`src/rtl/sslsd_defines.vh`:
```
// Shared constants of the serial shift and latch sink driver
`ifndef SSLSD_DEFINES_VH
`define SSLSD_DEFINES_VH

// System clock
`define SSLSD_CLK_PERIOD_NS 10

// Datapath sizes
`define SSLSD_CHANNELS 16
`define SSLSD_FIFO_DEPTH 32
`define SSLSD_FIFO_ADDR_W 5
`define SSLSD_STORE_RESET 16'h0000

// Event word layout, one word per shift clock or storage strobe change
`define SSLSD_EV_W 4
`define SSLSD_EV_RISE 3
`define SSLSD_EV_FALL 2
`define SSLSD_EV_BIT 1
`define SSLSD_EV_OPEN 0

// Positions in the sampled pin vector
`define SSLSD_PIN_W 4
`define SSLSD_PIN_CLK 0
`define SSLSD_PIN_DATA 1
`define SSLSD_PIN_STORE 2
`define SSLSD_PIN_OUTG 3
`define SSLSD_PIN_RESET 4'h8

// Least pulse widths and the fastest shift clock
`define SSLSD_T_CLK_PULSE_NS 20
`define SSLSD_T_STORE_PULSE_NS 20
`define SSLSD_T_OUTG_PULSE_NS 400
`define SSLSD_F_SHIFT_MAX_MHZ 25
`define SSLSD_T_SHIFT_PERIOD_NS (1000 / `SSLSD_F_SHIFT_MAX_MHZ)

// Least times as whole cycles, rounded up
`define SSLSD_CLK_PULSE_CYC \
    ((`SSLSD_T_CLK_PULSE_NS + `SSLSD_CLK_PERIOD_NS - 1) / `SSLSD_CLK_PERIOD_NS)
`define SSLSD_STORE_PULSE_CYC \
    ((`SSLSD_T_STORE_PULSE_NS + `SSLSD_CLK_PERIOD_NS - 1) / `SSLSD_CLK_PERIOD_NS)
`define SSLSD_OUTG_PULSE_CYC \
    ((`SSLSD_T_OUTG_PULSE_NS + `SSLSD_CLK_PERIOD_NS - 1) / `SSLSD_CLK_PERIOD_NS)
`define SSLSD_SHIFT_PERIOD_CYC \
    ((`SSLSD_T_SHIFT_PERIOD_NS + `SSLSD_CLK_PERIOD_NS - 1) / `SSLSD_CLK_PERIOD_NS)

// Run-length counters saturate here
`define SSLSD_RUN_W 6
`define SSLSD_RUN_MAX 6'h3f

`endif

```
`src/rtl/sslsd_fifo.v`:
```
// Event FIFO with registered read data and valid/ready on both sides
`timescale 1ns/1ns
module sslsd_fifo #(
    parameter WIDTH = 4,
    parameter DEPTH = 32,
    parameter ADDR_W = 5
) (
    // Clock and reset
    input wire i_clk,
    input wire i_arst_n,
    // Filling side
    input wire i_wr_valid,
    input wire [WIDTH-1:0] i_wr_data,
    output wire o_wr_ready,
    // Draining side
    output reg o_rd_valid,
    output reg [WIDTH-1:0] o_rd_data,
    input wire i_rd_ready
);

    // DEPTH must equal 2**ADDR_W so the pointers wrap by themselves
    localparam [ADDR_W:0] FULL_CNT = DEPTH[ADDR_W:0];

    reg [WIDTH-1:0] mem [0:DEPTH-1];
    reg [ADDR_W-1:0] wr_ptr;
    reg [ADDR_W-1:0] rd_ptr;
    reg [ADDR_W:0] cnt;
    wire push;
    wire pop_mem;

    // Full is honest: the array alone, not the output register
    assign o_wr_ready = (cnt != FULL_CNT);
    assign push = i_wr_valid & o_wr_ready;
    assign pop_mem = (cnt != {(ADDR_W+1){1'b0}}) & (~o_rd_valid | i_rd_ready);

    // Storage array, no reset needed
    always @(posedge i_clk)
    begin
        if (push)
            mem[wr_ptr] <= i_wr_data;
    end

    // Pointers, fill count and the output register
    always @(posedge i_clk or negedge i_arst_n)
    begin
        if (!i_arst_n)
        begin
            wr_ptr <= {ADDR_W{1'b0}};
            rd_ptr <= {ADDR_W{1'b0}};
            cnt <= {(ADDR_W+1){1'b0}};
            o_rd_valid <= 1'b0;
            o_rd_data <= {WIDTH{1'b0}};
        end
        else
        begin
            if (push)
                wr_ptr <= wr_ptr + 1'b1;
            if (pop_mem)
            begin
                rd_ptr <= rd_ptr + 1'b1;
                o_rd_data <= mem[rd_ptr];
                o_rd_valid <= 1'b1;
            end
            else if (i_rd_ready)
                o_rd_valid <= 1'b0;
            case ({push, pop_mem})
                2'b10: cnt <= cnt + 1'b1;
                2'b01: cnt <= cnt - 1'b1;
                default: cnt <= cnt;
            endcase
        end
    end

endmodule // sslsd_fifo

```
`src/rtl/sslsd_pin_sampler.v`:
```
// Registers the controller pins and flags their edges
`timescale 1ns/1ns
module sslsd_pin_sampler #(
    parameter WIDTH = 4,
    parameter [WIDTH-1:0] RESET_LEVEL = 4'h8
) (
    // Clock and reset
    input wire i_clk,
    input wire i_arst_n,
    // Raw pins
    input wire [WIDTH-1:0] i_pins,
    // Sampled levels and one-cycle edge pulses
    output reg [WIDTH-1:0] o_level,
    output reg [WIDTH-1:0] o_rise,
    output reg [WIDTH-1:0] o_fall
);

    // One stage per pin; pins are synchronous to i_clk
    genvar g;
    generate
        for (g = 0; g < WIDTH; g = g + 1)
        begin : g_pin
            always @(posedge i_clk or negedge i_arst_n)
            begin
                if (!i_arst_n)
                begin
                    o_level[g] <= RESET_LEVEL[g];
                    o_rise[g] <= 1'b0;
                    o_fall[g] <= 1'b0;
                end
                else
                begin
                    o_level[g] <= i_pins[g];
                    o_rise[g] <= i_pins[g] & ~o_level[g];
                    o_fall[g] <= ~i_pins[g] & o_level[g];
                end
            end
        end
    endgenerate

endmodule // sslsd_pin_sampler

```
`src/rtl/sslsd_top.v`:
```
// Sixteen-channel serial shift, storage latch and gated sink driver
// Pins are sampled on i_clk; every shift clock or storage strobe change becomes one event word that
// passes a FIFO before the shift engine applies it, so the engine may be
// held off with i_hold without losing edges until the FIFO is full.
`timescale 1ns/1ns
`include "sslsd_defines.vh"
module sslsd_top #(
    parameter CHANNELS = `SSLSD_CHANNELS,
    parameter FIFO_DEPTH = `SSLSD_FIFO_DEPTH,
    parameter FIFO_ADDR_W = `SSLSD_FIFO_ADDR_W
) (
    // Clock and reset
    input wire i_clk,
    input wire i_arst_n,
    // Controller pins
    input wire i_shift_clk,
    input wire i_serial_in,
    input wire i_store_gate_n,
    input wire i_out_gate_n,
    // Cascade output
    output reg o_serial_out,
    // Sink channel controls, high means sinking
    output reg [CHANNELS-1:0] o_sink_on,
    // Event buffer control and state
    input wire i_hold,
    output wire o_in_ready,
    output reg o_overrun,
    // Timing monitor
    input wire i_fault_clear,
    output reg [`SSLSD_PIN_W-1:0] o_pulse_fault,
    output reg o_rate_fault
);

    // Least pulse widths in cycles, sized for the run counters
    localparam integer CLK_PULSE_CYC = `SSLSD_CLK_PULSE_CYC;
    localparam integer STORE_PULSE_CYC = `SSLSD_STORE_PULSE_CYC;
    localparam integer OUTG_PULSE_CYC = `SSLSD_OUTG_PULSE_CYC;
    localparam integer SHIFT_PERIOD_CYC = `SSLSD_SHIFT_PERIOD_CYC;
    localparam [`SSLSD_RUN_W-1:0] CLK_MIN = CLK_PULSE_CYC[`SSLSD_RUN_W-1:0];
    localparam [`SSLSD_RUN_W-1:0] STORE_MIN = STORE_PULSE_CYC[`SSLSD_RUN_W-1:0];
    localparam [`SSLSD_RUN_W-1:0] OUTG_MIN = OUTG_PULSE_CYC[`SSLSD_RUN_W-1:0];
    localparam [`SSLSD_RUN_W-1:0] DATA_MIN = 6'h01;
    localparam [`SSLSD_RUN_W-1:0] PERIOD_MIN = SHIFT_PERIOD_CYC[`SSLSD_RUN_W-1:0];
    localparam [`SSLSD_PIN_W*`SSLSD_RUN_W-1:0] MIN_VEC =
        {OUTG_MIN, STORE_MIN, DATA_MIN, CLK_MIN};

    // Sampled pins
    wire [`SSLSD_PIN_W-1:0] raw_pins;
    wire [`SSLSD_PIN_W-1:0] pin_level;
    wire [`SSLSD_PIN_W-1:0] pin_rise;
    wire [`SSLSD_PIN_W-1:0] pin_fall;

    // Event path
    wire ev_push_req;
    wire [`SSLSD_EV_W-1:0] ev_in;
    wire ev_valid;
    wire [`SSLSD_EV_W-1:0] ev_word;
    wire ev_pop;

    // Engine state
    reg [CHANNELS-1:0] shift_reg;
    reg [CHANNELS-1:0] store_reg;
    reg store_open;
    reg [CHANNELS-1:0] next_shift;
    reg [CHANNELS-1:0] next_store;
    reg next_open;
    reg next_serial_out;

    // Monitor state
    reg [`SSLSD_PIN_W*`SSLSD_RUN_W-1:0] run_len;
    reg [`SSLSD_RUN_W-1:0] period_len;
    wire [`SSLSD_PIN_W-1:0] pulse_short;
    wire period_short;

    // Pin order in the sampled vector
    assign raw_pins = {i_out_gate_n, i_store_gate_n, i_serial_in, i_shift_clk};

    // Output gate resets high so the sinks start off
    sslsd_pin_sampler #(
        .WIDTH(`SSLSD_PIN_W),
        .RESET_LEVEL(`SSLSD_PIN_RESET)
    ) u_sampler (
        .i_clk(i_clk),
        .i_arst_n(i_arst_n),
        .i_pins(raw_pins),
        .o_level(pin_level),
        .o_rise(pin_rise),
        .o_fall(pin_fall)
    );

    // One event per shift edge or storage strobe change
    assign ev_push_req = pin_rise[`SSLSD_PIN_CLK] | pin_fall[`SSLSD_PIN_CLK]
        | pin_rise[`SSLSD_PIN_STORE] | pin_fall[`SSLSD_PIN_STORE];

    // Data bit rides with the rising edge that samples it
    assign ev_in = {pin_rise[`SSLSD_PIN_CLK], pin_fall[`SSLSD_PIN_CLK],
        pin_level[`SSLSD_PIN_DATA], pin_level[`SSLSD_PIN_STORE]};

    // Engine drains one event per cycle unless held
    assign ev_pop = ev_valid & ~i_hold;

    // Buffer between pin edges and the shift engine
    sslsd_fifo #(
        .WIDTH(`SSLSD_EV_W),
        .DEPTH(FIFO_DEPTH),
        .ADDR_W(FIFO_ADDR_W)
    ) u_fifo (
        .i_clk(i_clk),
        .i_arst_n(i_arst_n),
        .i_wr_valid(ev_push_req),
        .i_wr_data(ev_in),
        .o_wr_ready(o_in_ready),
        .o_rd_valid(ev_valid),
        .o_rd_data(ev_word),
        .i_rd_ready(~i_hold)
    );

    // Edge lost when the buffer is full; sticky, set wins over clear
    always @(posedge i_clk or negedge i_arst_n)
    begin
        if (!i_arst_n)
            o_overrun <= 1'b0;
        else
            o_overrun <= (o_overrun & ~i_fault_clear) | (ev_push_req & ~o_in_ready);
    end

    // Next state of the shift engine for the event at the FIFO head
    always @*
    begin
        next_shift = shift_reg;
        next_serial_out = o_serial_out;
        next_open = store_open;
        if (ev_pop)
        begin
            // New bit enters stage 0, older bits move one stage up
            if (ev_word[`SSLSD_EV_RISE])
                next_shift = {shift_reg[CHANNELS-2:0], ev_word[`SSLSD_EV_BIT]};
            // Cascade pin moves only on the falling shift edge
            if (ev_word[`SSLSD_EV_FALL])
                next_serial_out = shift_reg[CHANNELS-1];
            next_open = ev_word[`SSLSD_EV_OPEN];
        end
        // Open latch passes the shift stages, closed latch keeps its word
        if (next_open)
            next_store = next_shift;
        else
            next_store = store_reg;
    end

    // Shift register, storage latch and cascade output
    always @(posedge i_clk or negedge i_arst_n)
    begin
        if (!i_arst_n)
        begin
            shift_reg <= `SSLSD_STORE_RESET;
            store_reg <= `SSLSD_STORE_RESET;
            store_open <= 1'b0;
            o_serial_out <= 1'b0;
        end
        else
        begin
            shift_reg <= next_shift;
            store_reg <= next_store;
            store_open <= next_open;
            o_serial_out <= next_serial_out;
        end
    end

    // Channel drivers; the gate is applied straight from the pin so that
    // blanking is never delayed behind events waiting in the buffer
    genvar ch;
    generate
        for (ch = 0; ch < CHANNELS; ch = ch + 1)
        begin : g_chan
            always @(posedge i_clk or negedge i_arst_n)
            begin
                if (!i_arst_n)
                    o_sink_on[ch] <= 1'b0;
                else if (pin_level[`SSLSD_PIN_OUTG])
                    o_sink_on[ch] <= 1'b0;
                else
                    o_sink_on[ch] <= store_reg[ch];
            end
        end
    endgenerate

    // Run length of each pin level, compared with its least width at
    // the next edge; counters saturate so long levels never wrap
    genvar p;
    generate
        for (p = 0; p < `SSLSD_PIN_W; p = p + 1)
        begin : g_mon
            wire pin_edge;
            wire [`SSLSD_RUN_W-1:0] run_now;
            wire [`SSLSD_RUN_W-1:0] run_min;
            assign pin_edge = pin_rise[p] | pin_fall[p];
            assign run_now = run_len[p*`SSLSD_RUN_W +: `SSLSD_RUN_W];
            assign run_min = MIN_VEC[p*`SSLSD_RUN_W +: `SSLSD_RUN_W];
            assign pulse_short[p] = pin_edge & (run_now < run_min);

            always @(posedge i_clk or negedge i_arst_n)
            begin
                if (!i_arst_n)
                    run_len[p*`SSLSD_RUN_W +: `SSLSD_RUN_W] <= `SSLSD_RUN_MAX;
                else if (pin_edge)
                    run_len[p*`SSLSD_RUN_W +: `SSLSD_RUN_W] <= 6'h01;
                else if (run_now != `SSLSD_RUN_MAX)
                    run_len[p*`SSLSD_RUN_W +: `SSLSD_RUN_W] <= run_now + 1'b1;
            end

            // Sticky short-pulse flag; a new fault beats a clear
            always @(posedge i_clk or negedge i_arst_n)
            begin
                if (!i_arst_n)
                    o_pulse_fault[p] <= 1'b0;
                else
                    o_pulse_fault[p] <= (o_pulse_fault[p] & ~i_fault_clear) | pulse_short[p];
            end
        end
    endgenerate

    // Shift clock period, rising edge to rising edge
    assign period_short = pin_rise[`SSLSD_PIN_CLK] & (period_len < PERIOD_MIN);

    // Period counter starts saturated so the first edge is never flagged
    always @(posedge i_clk or negedge i_arst_n)
    begin
        if (!i_arst_n)
            period_len <= `SSLSD_RUN_MAX;
        else if (pin_rise[`SSLSD_PIN_CLK])
            period_len <= 6'h01;
        else if (period_len != `SSLSD_RUN_MAX)
            period_len <= period_len + 1'b1;
    end

    // Sticky over-rate flag; a new fault beats a clear
    always @(posedge i_clk or negedge i_arst_n)
    begin
        if (!i_arst_n)
            o_rate_fault <= 1'b0;
        else
            o_rate_fault <= (o_rate_fault & ~i_fault_clear) | period_short;
    end

endmodule // sslsd_top

```
`config.mk`:
```
export PLATFORM = sky130hd
export DESIGN_NAME = sslsd_top
export DESIGN_NICKNAME = d
export VERILOG_FILES = /design/src/rtl/sslsd_fifo.v /design/src/rtl/sslsd_pin_sampler.v /design/src/rtl/sslsd_top.v
export VERILOG_INCLUDE_DIRS = /design/src /design/src/rtl
export SDC_FILE = /design/constraint.sdc
export NUM_CORES = 1
export LEC_CHECK = 0
export ABC_AREA = 1
export ABC_CLOCK_PERIOD_IN_PS = 3350
export BUFFER_PORTS_ARGS = -buffer_cell sky130_fd_sc_hd__buf_4
export CORE_MARGIN = 3
export CORE_UTILIZATION = 50
export CTS_BUF_LIST = sky130_fd_sc_hd__clkbuf_8
export DETAILED_ROUTE_END_ITERATION = 6
export PLACE_DENSITY = 0.73
export SETUP_SLACK_MARGIN = 0.1
export SLEW_MARGIN = 20
export SYNTH_ARGS = -nofsm -noshare
export SYNTH_HDL_FRONTEND = slang
export SYNTH_SLANG_ARGS = --single-unit
```
`constraint.sdc`:
```
create_clock -name i_clk -period 3.35 [get_ports i_clk]
set_input_delay 0.1675 -clock i_clk [delete_from_list [all_inputs] [get_ports i_clk]]
set_output_delay 0.1675 -clock i_clk [all_outputs]
set_load 0.05 [all_outputs]
```
==> impl_metrics.py <==
metrics = {
    "detailed_routing": {
        "dr_total_vias": 7101,
        "post_drt_wl_per_cell_um": 14.5,
        "wl_um": 20300,
        "first_iter_violations": 468,
        "via_per_inst": 5.10,
        "drt_first_pass_iters": 5,
        "postRouteAntennaNets": 0,
        "route.detailed.drc": 0,
    },
    "pwr": {
        "total_power_mw": 9.71,
        "vdd_drop_max_mv": 0.554,
        "power.density_nw_per_um2": 812,
        "p_leak_nw": 5.30,
    },
    "setup_path": {
        "cp.required_ns": 3.81,
        "max_stage_delay_ns": 0.45,
        "cp-end-kind": "register",
        "crit_buf_inv": 1,
        "path_cells": "nor2_1 > nand2_1 > nor3_4 > nor2_8 > inv_1 > ha_1 > nor2_1 > nor2_1 > ha_1 > a21o_1 > nand2_1 > o21ai_1 > nand2_1 > a31oi_1",
        "crit_type": "register to register",
        "crit_arrival_ns": 2.99,
        "cp_slowest_cell": "dfrtp_1",
        "critPathTopFamily": "simple AND/OR/NAND/NOR gates",
        "cp_max_fo": 10,
        "cp-start-kind": "register",
    },
    "yosys": {
        "ys_types": 40,
        "synth-compound-area-share_pct": 3.98,
        "synth_xor_area_share_pct": 1.32,
        "async_flop_share_pct": 48.2,
        "yosysWarnings": 0,
        "synth_top_family_by_area": "simple AND/OR/NAND/NOR gates",
        "synth_nets": 1058,
        "ys_seq_area_share_pct": 64.4,
        "syn-mean-instance-area_um2": 10.3,
        "ys.flop_type": "edfxtp_1",
        "ys_seq_elements": 247,
        "syn_inst": 1036,
        "synth_fa_ha_area_share_pct": 1.64,
        "synth_mux_area_share_pct": 1.90,
        "synth_simple_gate_area_share_pct": 20.7,
        "synth_edf_count": 128,
        "synthesis.area_um2": 10700,
    },
    "finish": {
        "nNetsFinal": 1115,
        "area.growth.synth_to_final_pct": 12.3,
        "layout_commonest_cell": "nand2_1",
        "final_cell_mix": "nand2_1, edfxtp_1, inv_1, nand3_1, nor2_1",
        "instances_no_fill": 1393,
        "top_register": "u_fifo.mem",
        "drive_gt1_share_pct": 14.7,
        "stdcell_area_um2": 12000,
        "largest_reg_flops": 128,
        "antenna_cells": 0,
    },
    "floorplanning": {
        "fp.dieH_um": 152,
        "core_area_um2": 20600,
        "start_util_pct": 51.8,
        "row_count": 52,
        "die_x_um": 152,
        "die_area_um2": 23100,
        "io-pin-count": 32,
    },
    "sta": {
        "setup_ws_ns": 0.822,
        "hold_violations": 0,
        "rsz0062_at_grt": "false",
        "fin_worst_skew_ns": 0.0212,
        "fin_crit_ns": 2.53,
        "slew_viol_final": 0,
        "fmax_ghz": 0.396,
        "fin_setup_tns_ns": 0,
        "slew_headroom_pct": 51.4,
        "setup_violations": 0,
        "worstMarginPinSlew_ns": 0.730,
        "min_period_over_period_pct": 75.5,
    },
    "placement": {
        "portBuffers": 31,
        "pre_cts_ws_ns": 0.799,
        "dp.cells": 1315,
        "placed_area_um2": 11100,
        "gp_congestion": 0.837,
        "dp_hpwl_um": 12400,
    },
    "cts": {
        "cts_buffers": 40,
        "cts-resized-gates": 0,
        "insertion_delay_ns": 0.54,
        "clock_path_buffers": 3,
        "cts_max_level": 2,
        "post-cts-setup-buffer-count": 0,
        "clock-sinks": 247,
        "clkSlewWorstSetupHoldPaths_ns": 0.06,
        "tritoncts": "yes",
        "cts-root-buf": "clkbuf_8",
    },
    "global_route": {
        "grt_pass1_wl_um": 33800,
        "grt_usage_pct": 17.6,
        "overflow": 0,
        "grt_pass1_vias": 7014,
        "antenna_found_initial": 0,
        "grt_max_degree": 70,
    },
    "status": {
        "status": "finished clean",
    },
    "flow_run": {
        "cap_viol_max_count": 0,
    },
    "min_path": {
        "hold_path.class": "input port to register",
    },
}
-- Yosys cell counts (7+ instances only) --
master	n	area, um^2
a21oi_1	8	40.0
a31oi_1	7	43.8
buf_2	14	70.1
buf_4	7	52.6
dfrtp_1	88	2200
dfstp_2	31	815
edfxtp_1	128	3840
ha_1	14	175
inv_1	112	420
mux2_2	10	113
nand2_1	287	1080
nand3_1	107	536
nor2_1	90	338
nor3_1	7	35.0
o21ai_0	39	195
o21ai_1	12	60.1
xor2_1	12	105
-- tightest hold or removal path, stage by stage --
cell,delay [ns]
buf_4,0.08
inv_1,0.13
nand2_1,0.09
o21ai_0,0.07
-- area by class of cell --
| type | count | area (um^2) |
|---|---|---|
| fillers | 1727 | 8600 |
| flip-flops and latches | 247 | 6860 |
| multi-input cells | 640 | 3150 |
| clock buffers | 51 | 702 |
| inverters | 117 | 439 |
| repair buffers | 47 | 380 |
| well taps | 270 | 338 |
| clock inverters | 21 | 97.6 |
-- cells by family after synthesis --
logic type / count (synthesis)
AOI/OAI and AO/OA: 76
xor gates and xnor gates: 16
adders and majority gates: 14
buffers and inverters: 149
DFF: 247
muxes: 16
and+or+nand+nor: 518
-- per-layer routing --
| layer | GRT usage (%) | up-vias | share of wire [%] |
|---|---|---|---|
| li1 | - | 3512 | - |
| met1 | 24.2 | 3349 | 45 |
| met2 | 28.9 | 211 | 47 |
| met3 | 3.64 | 29 | 6.3 |
| met4 | 4.71 | 0 | 1.5 |
| met5 | 0 | - | 0 |
-- power by group --
| part | leakage [nW] | internal [mW] | switching (mW) |
|---|---|---|---|
| registers | 2.61 | 3.81 | 0.317 |
| clock network | 0.467 | 1.37 | 1.16 |
| logic | 2.23 | 0.972 | 2.09 |
| total | 5.30 | 6.15 | 3.56 |
-- final timing paths --
kind | start | to | slack [ns] | cells past startpoint
min reg2reg | u_sampler.o_level[0]$_DFF_PN0_ | u_sampler.o_rise[0]$_DFF_PN0_ | 0.44 | 1
max in group asynchronous | i_arst_n | period_len[2]$_DFFE_PN1P_ | 2.31 | 3
min in group asynchronous | i_arst_n | shift_reg[9]$_DFF_PN0_ | 0.21 | 2
min | i_fault_clear | o_rate_fault$_DFF_PN0_ | 0.04 | 4
max | u_fifo.cnt[3]$_DFFE_PN0P_ | u_fifo.cnt[4]$_DFFE_PN0P_ | 0.82 | 14
max reg2reg | u_fifo.cnt[3]$_DFFE_PN0P_ | u_fifo.cnt[4]$_DFFE_PN0P_ | 0.82 | 14
-- through the flow --
stage          hold slack [ns]  util [%]
2_1_floorplan           -0.128         -
4_1_cts                 0.0194      58.2
3_3_place_gp             0.238      54.0
5_1_grt                 0.0807      58.2
6_report                0.0416      58.2
3_5_place_dp             0.238      54.0
-- timing repair --
item,4_1_cts,5_1_grt
setup endpoints to repair,0,0
endpoints found under the hold margin,62,0
hold buffers,6,0
Note: power is estimated with default switching activity, not from simulation.
